`src/hw/htr_pkg.sv`:
```
package htr_pkg;
  // byte addresses of the register map
  localparam logic [7:0] ADDR_IDENTITY       = 8'h00;
  localparam logic [7:0] ADDR_UNIQUE_ID      = 8'h04;
  localparam logic [7:0] ADDR_SYSTEM_CONTROL = 8'h10;
  localparam logic [7:0] ADDR_SYSTEM_STATUS  = 8'h11;
  localparam logic [7:0] ADDR_RUN            = 8'h21;
  localparam logic [7:0] ADDR_START          = 8'h22;
  localparam logic [7:0] ADDR_STOP           = 8'h23;
  localparam logic [7:0] ADDR_SENSOR_STATUS  = 8'h24;
  localparam logic [7:0] ADDR_T_RES          = 8'h30;
  localparam logic [7:0] ADDR_H_RES          = 8'h33;
  localparam int         RES_BYTES           = 3;
  localparam int         UNIQUE_ID_BYTES     = 8;
  // reset values
  localparam logic       LOW_POWER_RST = 1'b1;
  localparam logic [1:0] RUN_RST       = 2'h0;
  // arbitrary identity values
  localparam logic [15:0] IDENTITY_DFLT  = 16'hA5C3;
  localparam logic [63:0] UNIQUE_ID_DFLT = 64'h0123_4567_89AB_CDEF;
  // checksum
  localparam int         CRC_W         = 7;
  localparam int         PAYLOAD_W     = 17;
  localparam logic [6:0] CRC_INIT      = 7'h7F;
  localparam logic [6:0] CRC_POLY      = 7'h09;
  // field positions in the readout word
  localparam int         VALID_POS     = 16;
  localparam int         CRC_POS       = 17;
  // unit scale: temperature 1/64 K, humidity 1/512 percent
  localparam int         T_LSB_PER_K   = 64;
  localparam int         H_LSB_PER_PCT = 512;

  typedef struct packed {
    logic [6:0]  crc;
    logic        valid;
    logic [15:0] data;
  } htr_word_t;

  typedef struct packed {
    logic       wr;
    logic       rd;
    logic [7:0] addr;
    logic [7:0] wdata;
  } htr_req_t;

  // byte select of a 24-bit word, lowest byte first
  function automatic logic [7:0] htr_byte(input logic [23:0] w,
                                          input logic [1:0] idx);
    case (idx)
      2'd0:    htr_byte = w[7:0];
      2'd1:    htr_byte = w[15:8];
      2'd2:    htr_byte = w[23:16];
      default: htr_byte = 8'h00;
    endcase
  endfunction : htr_byte
endpackage : htr_pkg

```
`src/hw/htr_crc7.sv`:
```
`timescale 1ns/1ps
module htr_crc7
  import htr_pkg::*;
(
  // payload in, checksum out
  input  wire logic [16:0] payload_i,
  output logic      [6:0]  crc_o
);
  always_comb begin
    logic [6:0] c;
    logic       fb;
    c  = 7'h00;
    fb = 1'b0;
    for (int i = PAYLOAD_W - 1; i >= 0; i--) begin // RQ5
      fb = c[6] ^ payload_i[i];
      c  = {c[5:0], 1'b0} ^ (fb ? CRC_POLY : 7'h00); // RQ4
    end
    // init vector sits in the appended tail, so it folds in last
    crc_o = c ^ CRC_INIT; // RQ4
  end
endmodule : htr_crc7

```
`src/hw/htr_regs.sv`:
```
// Requirements this block is written against
// RQ1: results are three bytes, low byte first
// RQ2: result holds data, valid bit, checksum
// RQ3: 16-bit data in the low bits
// RQ4: CRC-7, poly x7+x3+1, init 0x7F
// RQ5: CRC over data and valid, stored above
// RQ6: starting a measurement clears valid
// RQ7: completion sets valid with data, checksum
// RQ8: continuous follow-on keeps valid set
// RQ9: first-byte read snapshots whole result
// RQ10: higher bytes read from the snapshot
// RQ11: data bytes readable without the rest
// RQ12: temperature in 1/64 kelvin units
// RQ13: humidity in 1/512 percent units
// RQ14: identity readable only while active
// RQ15: host disables low power to read ids
// RQ16: host may piggyback id read on measurement
// RQ17: fixed byte addresses of the map
// RQ18: reserved reads zero, bad writes nacked
// RQ19: status bit set only while active
// RQ20: low-power enable bit, resets to one
// RQ21: checksum stored atomically with data
`timescale 1ns/1ps
module htr_regs
  import htr_pkg::*;
#(
  parameter logic [15:0] IDENTITY  = IDENTITY_DFLT,
  parameter logic [63:0] UNIQUE_ID = UNIQUE_ID_DFLT
)(
  // clock, reset, enable
  input  wire logic        ref_clk_i,
  input  wire logic        nrst_i,
  input  wire logic        ce_i,
  // register access from the serial slave
  input  htr_req_t         req_i,
  output logic      [7:0]  rdata_o,
  output logic             wr_ack_o,
  // measurement engine
  input  wire logic        awake_i,
  input  wire logic [1:0]  busy_i,
  input  wire logic [1:0]  done_i,
  input  wire logic [15:0] t_data_i,
  input  wire logic [15:0] h_data_i,
  output logic      [1:0]  start_o,
  output logic      [1:0]  follow_o,
  output logic      [1:0]  run_mode_o,
  output logic      [1:0]  stop_pend_o,
  output logic             low_power_o,
  output logic             dev_reset_o
);
  logic       low_power_reg, low_power_next;
  logic [1:0] run_reg, run_next;
  logic [1:0] start_pend_reg, start_pend_next;
  logic [1:0] stop_reg, stop_next;
  logic [1:0] busy_q_reg, busy_q_next;
  logic [7:0] rdata_reg, rdata_next;
  logic       rst_pulse_reg, rst_pulse_next;
  logic [1:0] go, cont, snap;
  htr_word_t  live [2];
  htr_word_t  shadow [2];
  logic [15:0] sens_data [2];

  assign sens_data[0] = t_data_i; // RQ12
  assign sens_data[1] = h_data_i; // RQ13

  // start a sensor once it is idle and a start is pending
  always_comb begin
    for (int s = 0; s < 2; s++) begin
      go[s]   = start_pend_reg[s] & ~busy_i[s] & ~busy_q_reg[s];
      cont[s] = done_i[s] & run_reg[s] & ~stop_reg[s]; // RQ8
    end
  end

  assign snap[0] = req_i.rd && (req_i.addr == ADDR_T_RES); // RQ9
  assign snap[1] = req_i.rd && (req_i.addr == ADDR_H_RES); // RQ9

  genvar g;
  generate
    for (g = 0; g < 2; g++) begin : g_res
      htr_result u_res (
        .ref_clk_i (ref_clk_i),
        .nrst_i    (nrst_i),
        .ce_i      (ce_i),
        .start_i   (go[g]),
        .follow_i  (cont[g]),
        .done_i    (done_i[g]),
        .data_i    (sens_data[g]),
        .snap_i    (snap[g]),
        .live_o    (live[g]),
        .shadow_o  (shadow[g])
      );
    end
  endgenerate

  // byte read decode
  function automatic logic [7:0] rd_byte(input logic [7:0] a,
                                         input logic       awake,
                                         input htr_word_t  t_live,
                                         input htr_word_t  t_sh,
                                         input htr_word_t  h_live,
                                         input htr_word_t  h_sh);
    rd_byte = 8'h00; // RQ18
    if (a == ADDR_T_RES) begin
      rd_byte = htr_byte(t_live, 2'd0); // RQ1 RQ9
    end else if (a > ADDR_T_RES && a < ADDR_H_RES) begin
      rd_byte = htr_byte(t_sh, 2'(a - ADDR_T_RES)); // RQ10 RQ11
    end else if (a == ADDR_H_RES) begin
      rd_byte = htr_byte(h_live, 2'd0); // RQ9
    end else if (a > ADDR_H_RES && a < ADDR_H_RES + 8'(RES_BYTES)) begin
      rd_byte = htr_byte(h_sh, 2'(a - ADDR_H_RES)); // RQ10
    end else if (awake && a < ADDR_IDENTITY + 8'h02) begin
      rd_byte = IDENTITY[8*a[0] +: 8]; // RQ14
    end else if (awake && a >= ADDR_UNIQUE_ID &&
                 a < ADDR_UNIQUE_ID + 8'(UNIQUE_ID_BYTES)) begin
      rd_byte = UNIQUE_ID[8*(3'(a - ADDR_UNIQUE_ID)) +: 8]; // RQ14
    end
    return rd_byte;
  endfunction : rd_byte

  always_comb begin
    low_power_next  = low_power_reg;
    run_next        = run_reg;
    start_pend_next = start_pend_reg & ~go;
    stop_next       = stop_reg;
    busy_q_next     = busy_i;
    rst_pulse_next  = 1'b0;
    rdata_next      = rdata_reg;
    for (int s = 0; s < 2; s++) begin
      // stop is effected once, at completion
      if (done_i[s] && !cont[s]) begin
        stop_next[s] = 1'b0;
      end
    end
    if (req_i.rd) begin
      rdata_next = rd_byte(req_i.addr, awake_i, live[0], shadow[0],
                           live[1], shadow[1]);
    end
    if (req_i.wr) begin
      case (req_i.addr) // RQ17
        ADDR_SYSTEM_CONTROL: begin
          low_power_next = req_i.wdata[0]; // RQ20
          rst_pulse_next = req_i.wdata[7];
        end
        ADDR_RUN: begin
          if (busy_i == 2'b00) begin
            run_next = req_i.wdata[1:0];
          end
        end
        ADDR_START: begin
          start_pend_next = start_pend_next | req_i.wdata[1:0];
        end
        ADDR_STOP: begin
          stop_next = stop_next | (req_i.wdata[1:0] & run_reg);
        end
        default: begin
        end
      endcase
    end
  end

  always_comb begin
    case (req_i.addr)
      ADDR_SYSTEM_CONTROL, ADDR_RUN, ADDR_START, ADDR_STOP:
        wr_ack_o = 1'b1;
      default: wr_ack_o = 1'b0; // RQ18
    endcase
  end

  always_ff @(posedge ref_clk_i) begin
    if (!nrst_i) begin
      low_power_reg  <= LOW_POWER_RST; // RQ20
      run_reg        <= RUN_RST;
      start_pend_reg <= 2'h0;
      stop_reg       <= 2'h0;
      busy_q_reg     <= 2'h0;
      rdata_reg      <= 8'h00;
      rst_pulse_reg  <= 1'b0;
    end else if (ce_i) begin
      low_power_reg  <= low_power_next;
      run_reg        <= run_next;
      start_pend_reg <= start_pend_next;
      stop_reg       <= stop_next;
      busy_q_reg     <= busy_q_next;
      rdata_reg      <= rdata_next;
      rst_pulse_reg  <= rst_pulse_next;
    end
  end

  // status reads use their own registered byte, muxed onto rdata_o
  logic [7:0] stat_byte;
  always_comb begin
    stat_byte = 8'h00;
    if (req_i.addr == ADDR_SYSTEM_STATUS) begin
      stat_byte = {7'h00, awake_i}; // RQ19
    end else if (req_i.addr == ADDR_SYSTEM_CONTROL) begin
      stat_byte = {7'h00, low_power_reg};
    end else if (req_i.addr == ADDR_RUN) begin
      stat_byte = {6'h00, run_reg};
    end else if (req_i.addr == ADDR_SENSOR_STATUS) begin
      stat_byte = {6'h00, busy_i};
    end
  end

  logic [7:0] stat_reg, stat_next;
  logic       stat_sel_reg, stat_sel_next;
  always_comb begin
    stat_next     = stat_reg;
    stat_sel_next = stat_sel_reg;
    if (req_i.rd) begin
      stat_next     = stat_byte;
      stat_sel_next = (stat_byte != 8'h00) ||
                      req_i.addr == ADDR_SYSTEM_STATUS ||
                      req_i.addr == ADDR_SYSTEM_CONTROL ||
                      req_i.addr == ADDR_RUN ||
                      req_i.addr == ADDR_SENSOR_STATUS;
    end
  end

  always_ff @(posedge ref_clk_i) begin
    if (!nrst_i) begin
      stat_reg     <= 8'h00;
      stat_sel_reg <= 1'b0;
    end else if (ce_i) begin
      stat_reg     <= stat_next;
      stat_sel_reg <= stat_sel_next;
    end
  end

  assign rdata_o     = stat_sel_reg ? stat_reg : rdata_reg;
  assign start_o     = go; // RQ6
  assign follow_o    = cont; // RQ8
  assign run_mode_o  = run_reg;
  assign stop_pend_o = stop_reg;
  assign low_power_o = low_power_reg;
  assign dev_reset_o = rst_pulse_reg;
endmodule : htr_regs

```
`src/hw/htr_result.sv`:
```
`timescale 1ns/1ps
module htr_result
  import htr_pkg::*;
(
  // clock and reset
  input  wire logic        ref_clk_i,
  input  wire logic        nrst_i,
  input  wire logic        ce_i,
  // measurement events
  input  wire logic        start_i,
  input  wire logic        follow_i,
  input  wire logic        done_i,
  input  wire logic [15:0] data_i,
  // snapshot
  input  wire logic        snap_i,
  output htr_word_t        live_o,
  output htr_word_t        shadow_o
);
  htr_word_t  live_reg, live_next, shadow_reg, shadow_next;
  logic [6:0] crc;

  htr_crc7 u_crc (
    .payload_i ({1'b1, data_i}),
    .crc_o     (crc)
  );

  always_comb begin
    live_next   = live_reg;
    shadow_next = shadow_reg;
    if (done_i) begin
      live_next = '{crc: crc, valid: 1'b1, data: data_i}; // RQ2 RQ3 RQ7 RQ21
    end else if (start_i && !follow_i) begin
      live_next.valid = 1'b0; // RQ6 RQ8
      live_next.crc   = 7'h00;
    end
    if (snap_i) begin
      shadow_next = live_reg; // RQ9
    end
  end

  always_ff @(posedge ref_clk_i) begin
    if (!nrst_i) begin
      live_reg   <= '0;
      shadow_reg <= '0;
    end else if (ce_i) begin
      live_reg   <= live_next;
      shadow_reg <= shadow_next;
    end
  end

  assign live_o   = live_reg;
  assign shadow_o = shadow_reg;
endmodule : htr_result

```
`config.mk`:
```
export PLATFORM = sky130hd
export DESIGN_NAME = htr_regs
export DESIGN_NICKNAME = d
export VERILOG_FILES = /design/src/hw/htr_pkg.sv /design/src/hw/htr_crc7.sv /design/src/hw/htr_regs.sv /design/src/hw/htr_result.sv
export SDC_FILE = /design/constraint.sdc
export NUM_CORES = 1
export LEC_CHECK = 0
export BUFFER_PORTS_ARGS = -buffer_cell sky130_fd_sc_hd__buf_4
export CORE_MARGIN = 2
export CORE_UTILIZATION = 45
export CTS_CLUSTER_DIAMETER = 120
export DETAILED_ROUTE_END_ITERATION = 7
export GPL_TIMING_DRIVEN = 0
export PLACE_DENSITY = 0.66
export SLEW_MARGIN = 5
export SYNTH_ARGS = -nofsm -noshare
export SYNTH_HDL_FRONTEND = slang
export SYNTH_SLANG_ARGS = --single-unit
```
`constraint.sdc`:
```
create_clock -name ref_clk_i -period 1.8 [get_ports ref_clk_i]
set_input_delay 0.09 -clock ref_clk_i [delete_from_list [all_inputs] [get_ports ref_clk_i]]
set_output_delay 0.09 -clock ref_clk_i [all_outputs]
set_load 0.02 [all_outputs]
```
# Word-level counts from Yosys, hierarchy flattened
# Cells that the tools add are included.
# Widths: inputs -> output; s select.
[classes] eq_ne=12 magnitude_cmp=7 shifts=2 addsub=3 reduce_logical=33 n_bitwise=83 n_mux=58
[op_table] op="$xor 7x4->7" count=26
[op_table] op="$mux 4" count=32
[op_table] op="$mux 8" count=11
[op_table] op="$shiftx 64x7->8 const A" count=1
[op_table] op="$eq 8x6->1 const B" count=6
[op_table] op="$pmux 8 s3" count=2
[op_table] op="$xor 1x1->1" count=26
[op_table] op="$eq 8x5->1 const B" count=2
[op_table] op="$gt 8x6->1 const B" count=2
[op_table] op="$lt 8x6->1 const B" count=2
[op_table] op="$mux 2" count=8
[op_table] op="$shiftx 16x5->8 const A" count=1
[op_table] op="$not 7->7" count=2
[op_table] op="$reduce_and 2->1" count=7
[op_table] op="$xor 7x7->7" count=2
[op_table] op="$xor 6x4->6" count=2
[op_table] op="$logic_and 1x1->1" count=11
[op_table] op="$and 1x1->1" count=8
[op_table] op="$ge 8x3->1 const B" count=1
[op_table] op="$lt 8x2->1 const B" count=1
[op_table] op="$lt 8x4->1 const B" count=1
[op_table] op="$reduce_bool 8->1" count=1
[op_table] op="$logic_not 2->1" count=3
[op_table] op="$not 1->1" count=6
[op_table] op="other kinds (16)" count=34
[word_totals] inputBits=58 register_bits=123

# Longest topological paths before layout
[logic_depth] depth_word=45 mapped_depth=8

# Cells and area by module
# A second synthesis with hierarchy kept.
[unflattened] cells_unflattened=685 area_unflattened_um2=5640.4
[modules_own_cells] module="htr_result" seq_area_each_um2=960.9 n_inst=2 area_each_um2=1650.3 cells_per_inst=200
[modules_own_cells] module="htr_regs" seq_area_each_um2=420.4 n_inst=1 area_each_um2=1774.2 cells_per_inst=235
[modules_own_cells] module="htr_crc7" seq_area_each_um2=0.0 n_inst=2 area_each_um2=282.8 cells_per_inst=25

# Worst setup path after synthesis
# OpenSTA, ideal clock, no wires.
[synth_timing] kind="input-to-reg" startpoint="input req_i[10] (netlist name)" endpoint="register rdata_reg[2]" cell_stages=7 path_buffers=3 path_slack_ps=458 t_arrival_ps=1219 cell_sequence="buf_2 > buf_2 > buf_2 > o32ai_1 > nand2_1 > a221oi_1 > nor3_1"
[synth_between] elab_chain_len=9 word_cells_on_any_way=22 cone_classes="1 x add/sub; 7 x order compare; 2 x eq/ne; 1 x shift; 6 x mux; 5 x reduce/logical"
[synth_lines] item="start, declared" line_no="htr_regs.sv:35" text="input htr_req_t req_i,"
[synth_lines] item="parallel branches: the longest is 8 deep, another holds $sub 3x3->3"
[synth_lines] item="$mux 8 (*)" line_no="htr_regs.sv:103" text="if (a == ADDR_T_RES) begin"
[synth_lines] item="end signal, assigned" line_no="htr_regs.sv:184" text="rdata_reg <= rdata_next;"
[synth_lines] item="end, declared" line_no="htr_regs.sv:56" text="logic [7:0] rdata_reg, rdata_next;"
# Every way passes the cells marked *.
# A chain may end at the register's enable or synchronous reset.

# Worst setup path after layout
[layout_timing] startpoint="register stat_sel_reg" endpoint="output rdata_o[1]"
[layout_between] elab_chain_len=1
[layout_lines] item="start, declared" line_no="htr_regs.sv:205" text="logic stat_sel_reg, stat_sel_next;"
[layout_lines] item="start signal, assigned" line_no="htr_regs.sv:225" text="stat_sel_reg <= stat_sel_next;"
[layout_lines] item="$mux 8" line_no="htr_regs.sv:229" text="assign rdata_o = stat_sel_reg ? stat_reg : rdata_reg;"
[layout_lines] item="end, declared" line_no="htr_regs.sv:36" text="output logic [7:0] rdata_o,"
# Every way passes these cells.

==> results.json <==
{
  "outcome": "completed",
  "grt_first_pass_wirelength_mm": 24.2,
  "largest_reg_flops": 48,
  "yosysSeqAreaShare_pct": 39.9,
  "cts.sinks": 101,
  "power_density_nw_per_um2": 750,
  "first_global_vias": 4613,
  "start_kind": "flip-flop",
  "synth_ff_type": "dfxtp_1",
  "cts_setup_buffers": 0,
  "cts_buffers": 9,
  "syn2layout_area_growth_pct": 22.0,
  "fmax_mhz": 603,
  "muxShareOfSynthArea_pct": 3.98,
  "ys_ff_latch": 101,
  "leakagePower_nw": 2.30,
  "finalHoldViolCount": 0,
  "syn-cell-area_um2": 5060,
  "period_needed_ns": 1.66,
  "synth_edf_count": 0,
  "gr-usage-all-layers_pct": 26.6,
  "hold_class": "primary input to flip-flop",
  "finalSetupTns_ns": 0,
  "antenna_cells": 0,
  "dp_hpwl_mm": 11.8,
  "synth-adder-area-share_pct": 0,
  "finish.utilization_pct": 56.8,
  "wl_per_cell_um": 17.6,
  "crit_fanout": 9,
  "fin_skew_ns": 0.0125,
  "antenna_found_initial": 0,
  "row_count": 38,
  "grt.overflow.total": 0,
  "yosys_warnings": 0,
  "die_h_um": 110,
  "cap_violations": 0,
  "syn-num-nets": 693,
  "nNetsFinal": 796,
  "start_util_pct": 46.5,
  "critPathArrivalTime_ns": 1.57,
  "htreeDepth": 3,
  "core_area_um2": 10900,
  "ys_types": 58,
  "nFillCells": 1020,
  "grt_start_max_net_pins": 17,
  "drive_above_1_share_pct": 17.0,
  "layout_common_cells": "nand2_1 (160), dfxtp_1 (101), a21oi_1 (76), buf_4 (74), xnor2_1 (38)",
  "placed_area_um2": 5760,
  "multiInputGateArea_um2": 2760,
  "clockBufferDepth": 2,
  "die_area_um2": 12100,
  "root_buffer": "clkbuf_8",
  "cts.clk_slew.worst_paths_ns": 0.10,
  "crit_required_ns": 1.71,
  "cts_resized": 0,
  "dr.pass1.iters": 5,
  "synth_top_family_by_area": "simple AND/OR/NAND/NOR gates",
  "gp_congestion": 0.922,
  "syn-instance-count": 635,
  "seqCellArea_um2": 2020,
  "slew-limit-headroom_pct": 45.2,
  "post-route-period-util_pct": 92.2,
  "tightest_slew_ns": 0.815,
  "slew_violations": 0,
  "final_common_cell": "nand2_1",
  "boundaryPins": 77,
  "end_kind": "output port",
  "cts_tree": "yes",
  "port_buffers": 69,
  "worst-setup-path-type": "flip-flop to output port",
  "async_reset_ff_share_pct": 0,
  "ant_nets": 0,
  "vias": 4857,
  "drt_wl_total_mm": 15.5,
  "die_w_um": 110,
  "finalSetupViolCount": 0,
  "fin_area_um2": 6180,
  "insertion_delay_ns": 0.38,
  "synth_compound_area_share_pct": 18.6,
  "yosys.area_share.simple_pct": 22.9,
  "syn-mean-instance-area_um2": 7.98,
  "rsz0062_at_grt": "false",
  "synth-xor-area-share_pct": 8.97,
  "drt_iter0_drc": 380,
  "drc_errors": 0,
  "detail_route.vias_per_cell": 5.50,
  "ir_drop_v": 0.000390
}
==> final timing paths <==
kind | start | to | cells after the start | slack [ns]
hold / removal | h_data_i[4] | g_res[1].u_res.live_o[4] | 3 | 0.003
setup reg to reg | run_mode_o[1] | stat_sel_reg | 3 | 0.16
hold reg to reg | g_res[1].u_res.live_o[8] | g_res[1].u_res.shadow_o[8] | 2 | 0.46
setup / recovery | stat_sel_reg | rdata_o[1] | 3 | 0.14
==> timing repair <==
action | CTS | global route
hold endpoints to repair | 24 | 1
hold buffers | 22 | 1
endpoints found under the setup margin | 0 | 0
==> final cells by class <==
type,instances,share of cell area (%)
clock inverters,6,1.03
plain buffers,51,4.23
multi-input cells,477,44.6
repair buffers,92,12.1
well taps,140,2.83
flip-flops and latches,101,32.7
clock buffers,10,2.07
inverters,6,0.364
==> power breakdown <==
| group | leakage, nW | total (mW) | internal, mW | switching (mW) |
|---|---|---|---|---|
| Combinational | 1.39 | 0.834 | 0.371 | 0.463 |
| Clock | 0.0923 | 1.43 | 0.641 | 0.793 |
| Sequential | 0.821 | 2.36 | 2.31 | 0.0498 |
==> layer usage <==
metal	track usage [%]	vias up	share of wire, %
met3	5.88	27	6.5
li1	-	2365	-
met5	0	-	0
met4	8.30	0	2.5
met1	38.2	2292	47
met2	39.8	173	44
==> Yosys cell counts (3+ instances only) <==
cell type	instances	area, µm²
clkbuf_1	30	113
buf_4	5	37.5
nor2b_1	13	81.3
buf_6	5	56.3
a221oi_1	3	26.3
nand4_1	6	37.5
buf_2	11	55.1
a21oi_1	76	380
a22o_1	3	26.3
o21ai_0	22	110
xor2_1	12	105
a32oi_1	5	43.8
nor3_1	7	35.0
nand2_1	160	601
o21ai_1	3	15.0
xnor2_1	38	333
o21a_1	3	22.5
inv_1	5	18.8
a21boi_1	4	30.0
nand3_1	21	105
mux2i_1	10	100
a21boi_0	4	30.0
a22oi_1	10	75.1
mux2_2	7	78.8
o31ai_1	3	22.5
and2_1	8	50.1
nor2_1	22	82.6
dfxtp_1	101	2020
==> worst max-delay path, cell delays in order (launching register included) <==
cell and delay (ns):
dfxtp_1 0.32, clkbuf_1 0.33, mux2_2 0.39, buf_4 0.16
==> through the flow <==
stage / hold slack [ns] / worst slack [ns] / total power [mW] / std cells
detailed placement: 0.334 / -0.152 / 3.19 / 844
global route: 0.00102 / 0.0412 / 4.83 / 883
finish: 0.00287 / 0.141 / 4.63 / 883
global placement: 0.326 / -0.109 / 3.19 / 844
floorplan: 0.218 / 0.458 / 2.91 / 635
CTS: 0.000405 / 0.100 / 4.64 / 882
==> cells by family after synthesis <==
| family | after synthesis |
|---|---|
| xor gates and xnor gates | 51 |
| DFF | 101 |
| buffers and inverters | 57 |
| muxes | 18 |
| AOI/OAI and AO/OA | 154 |
| and+or+nand+nor | 254 |
No activity file was read; power rests on OpenSTA's default activity.
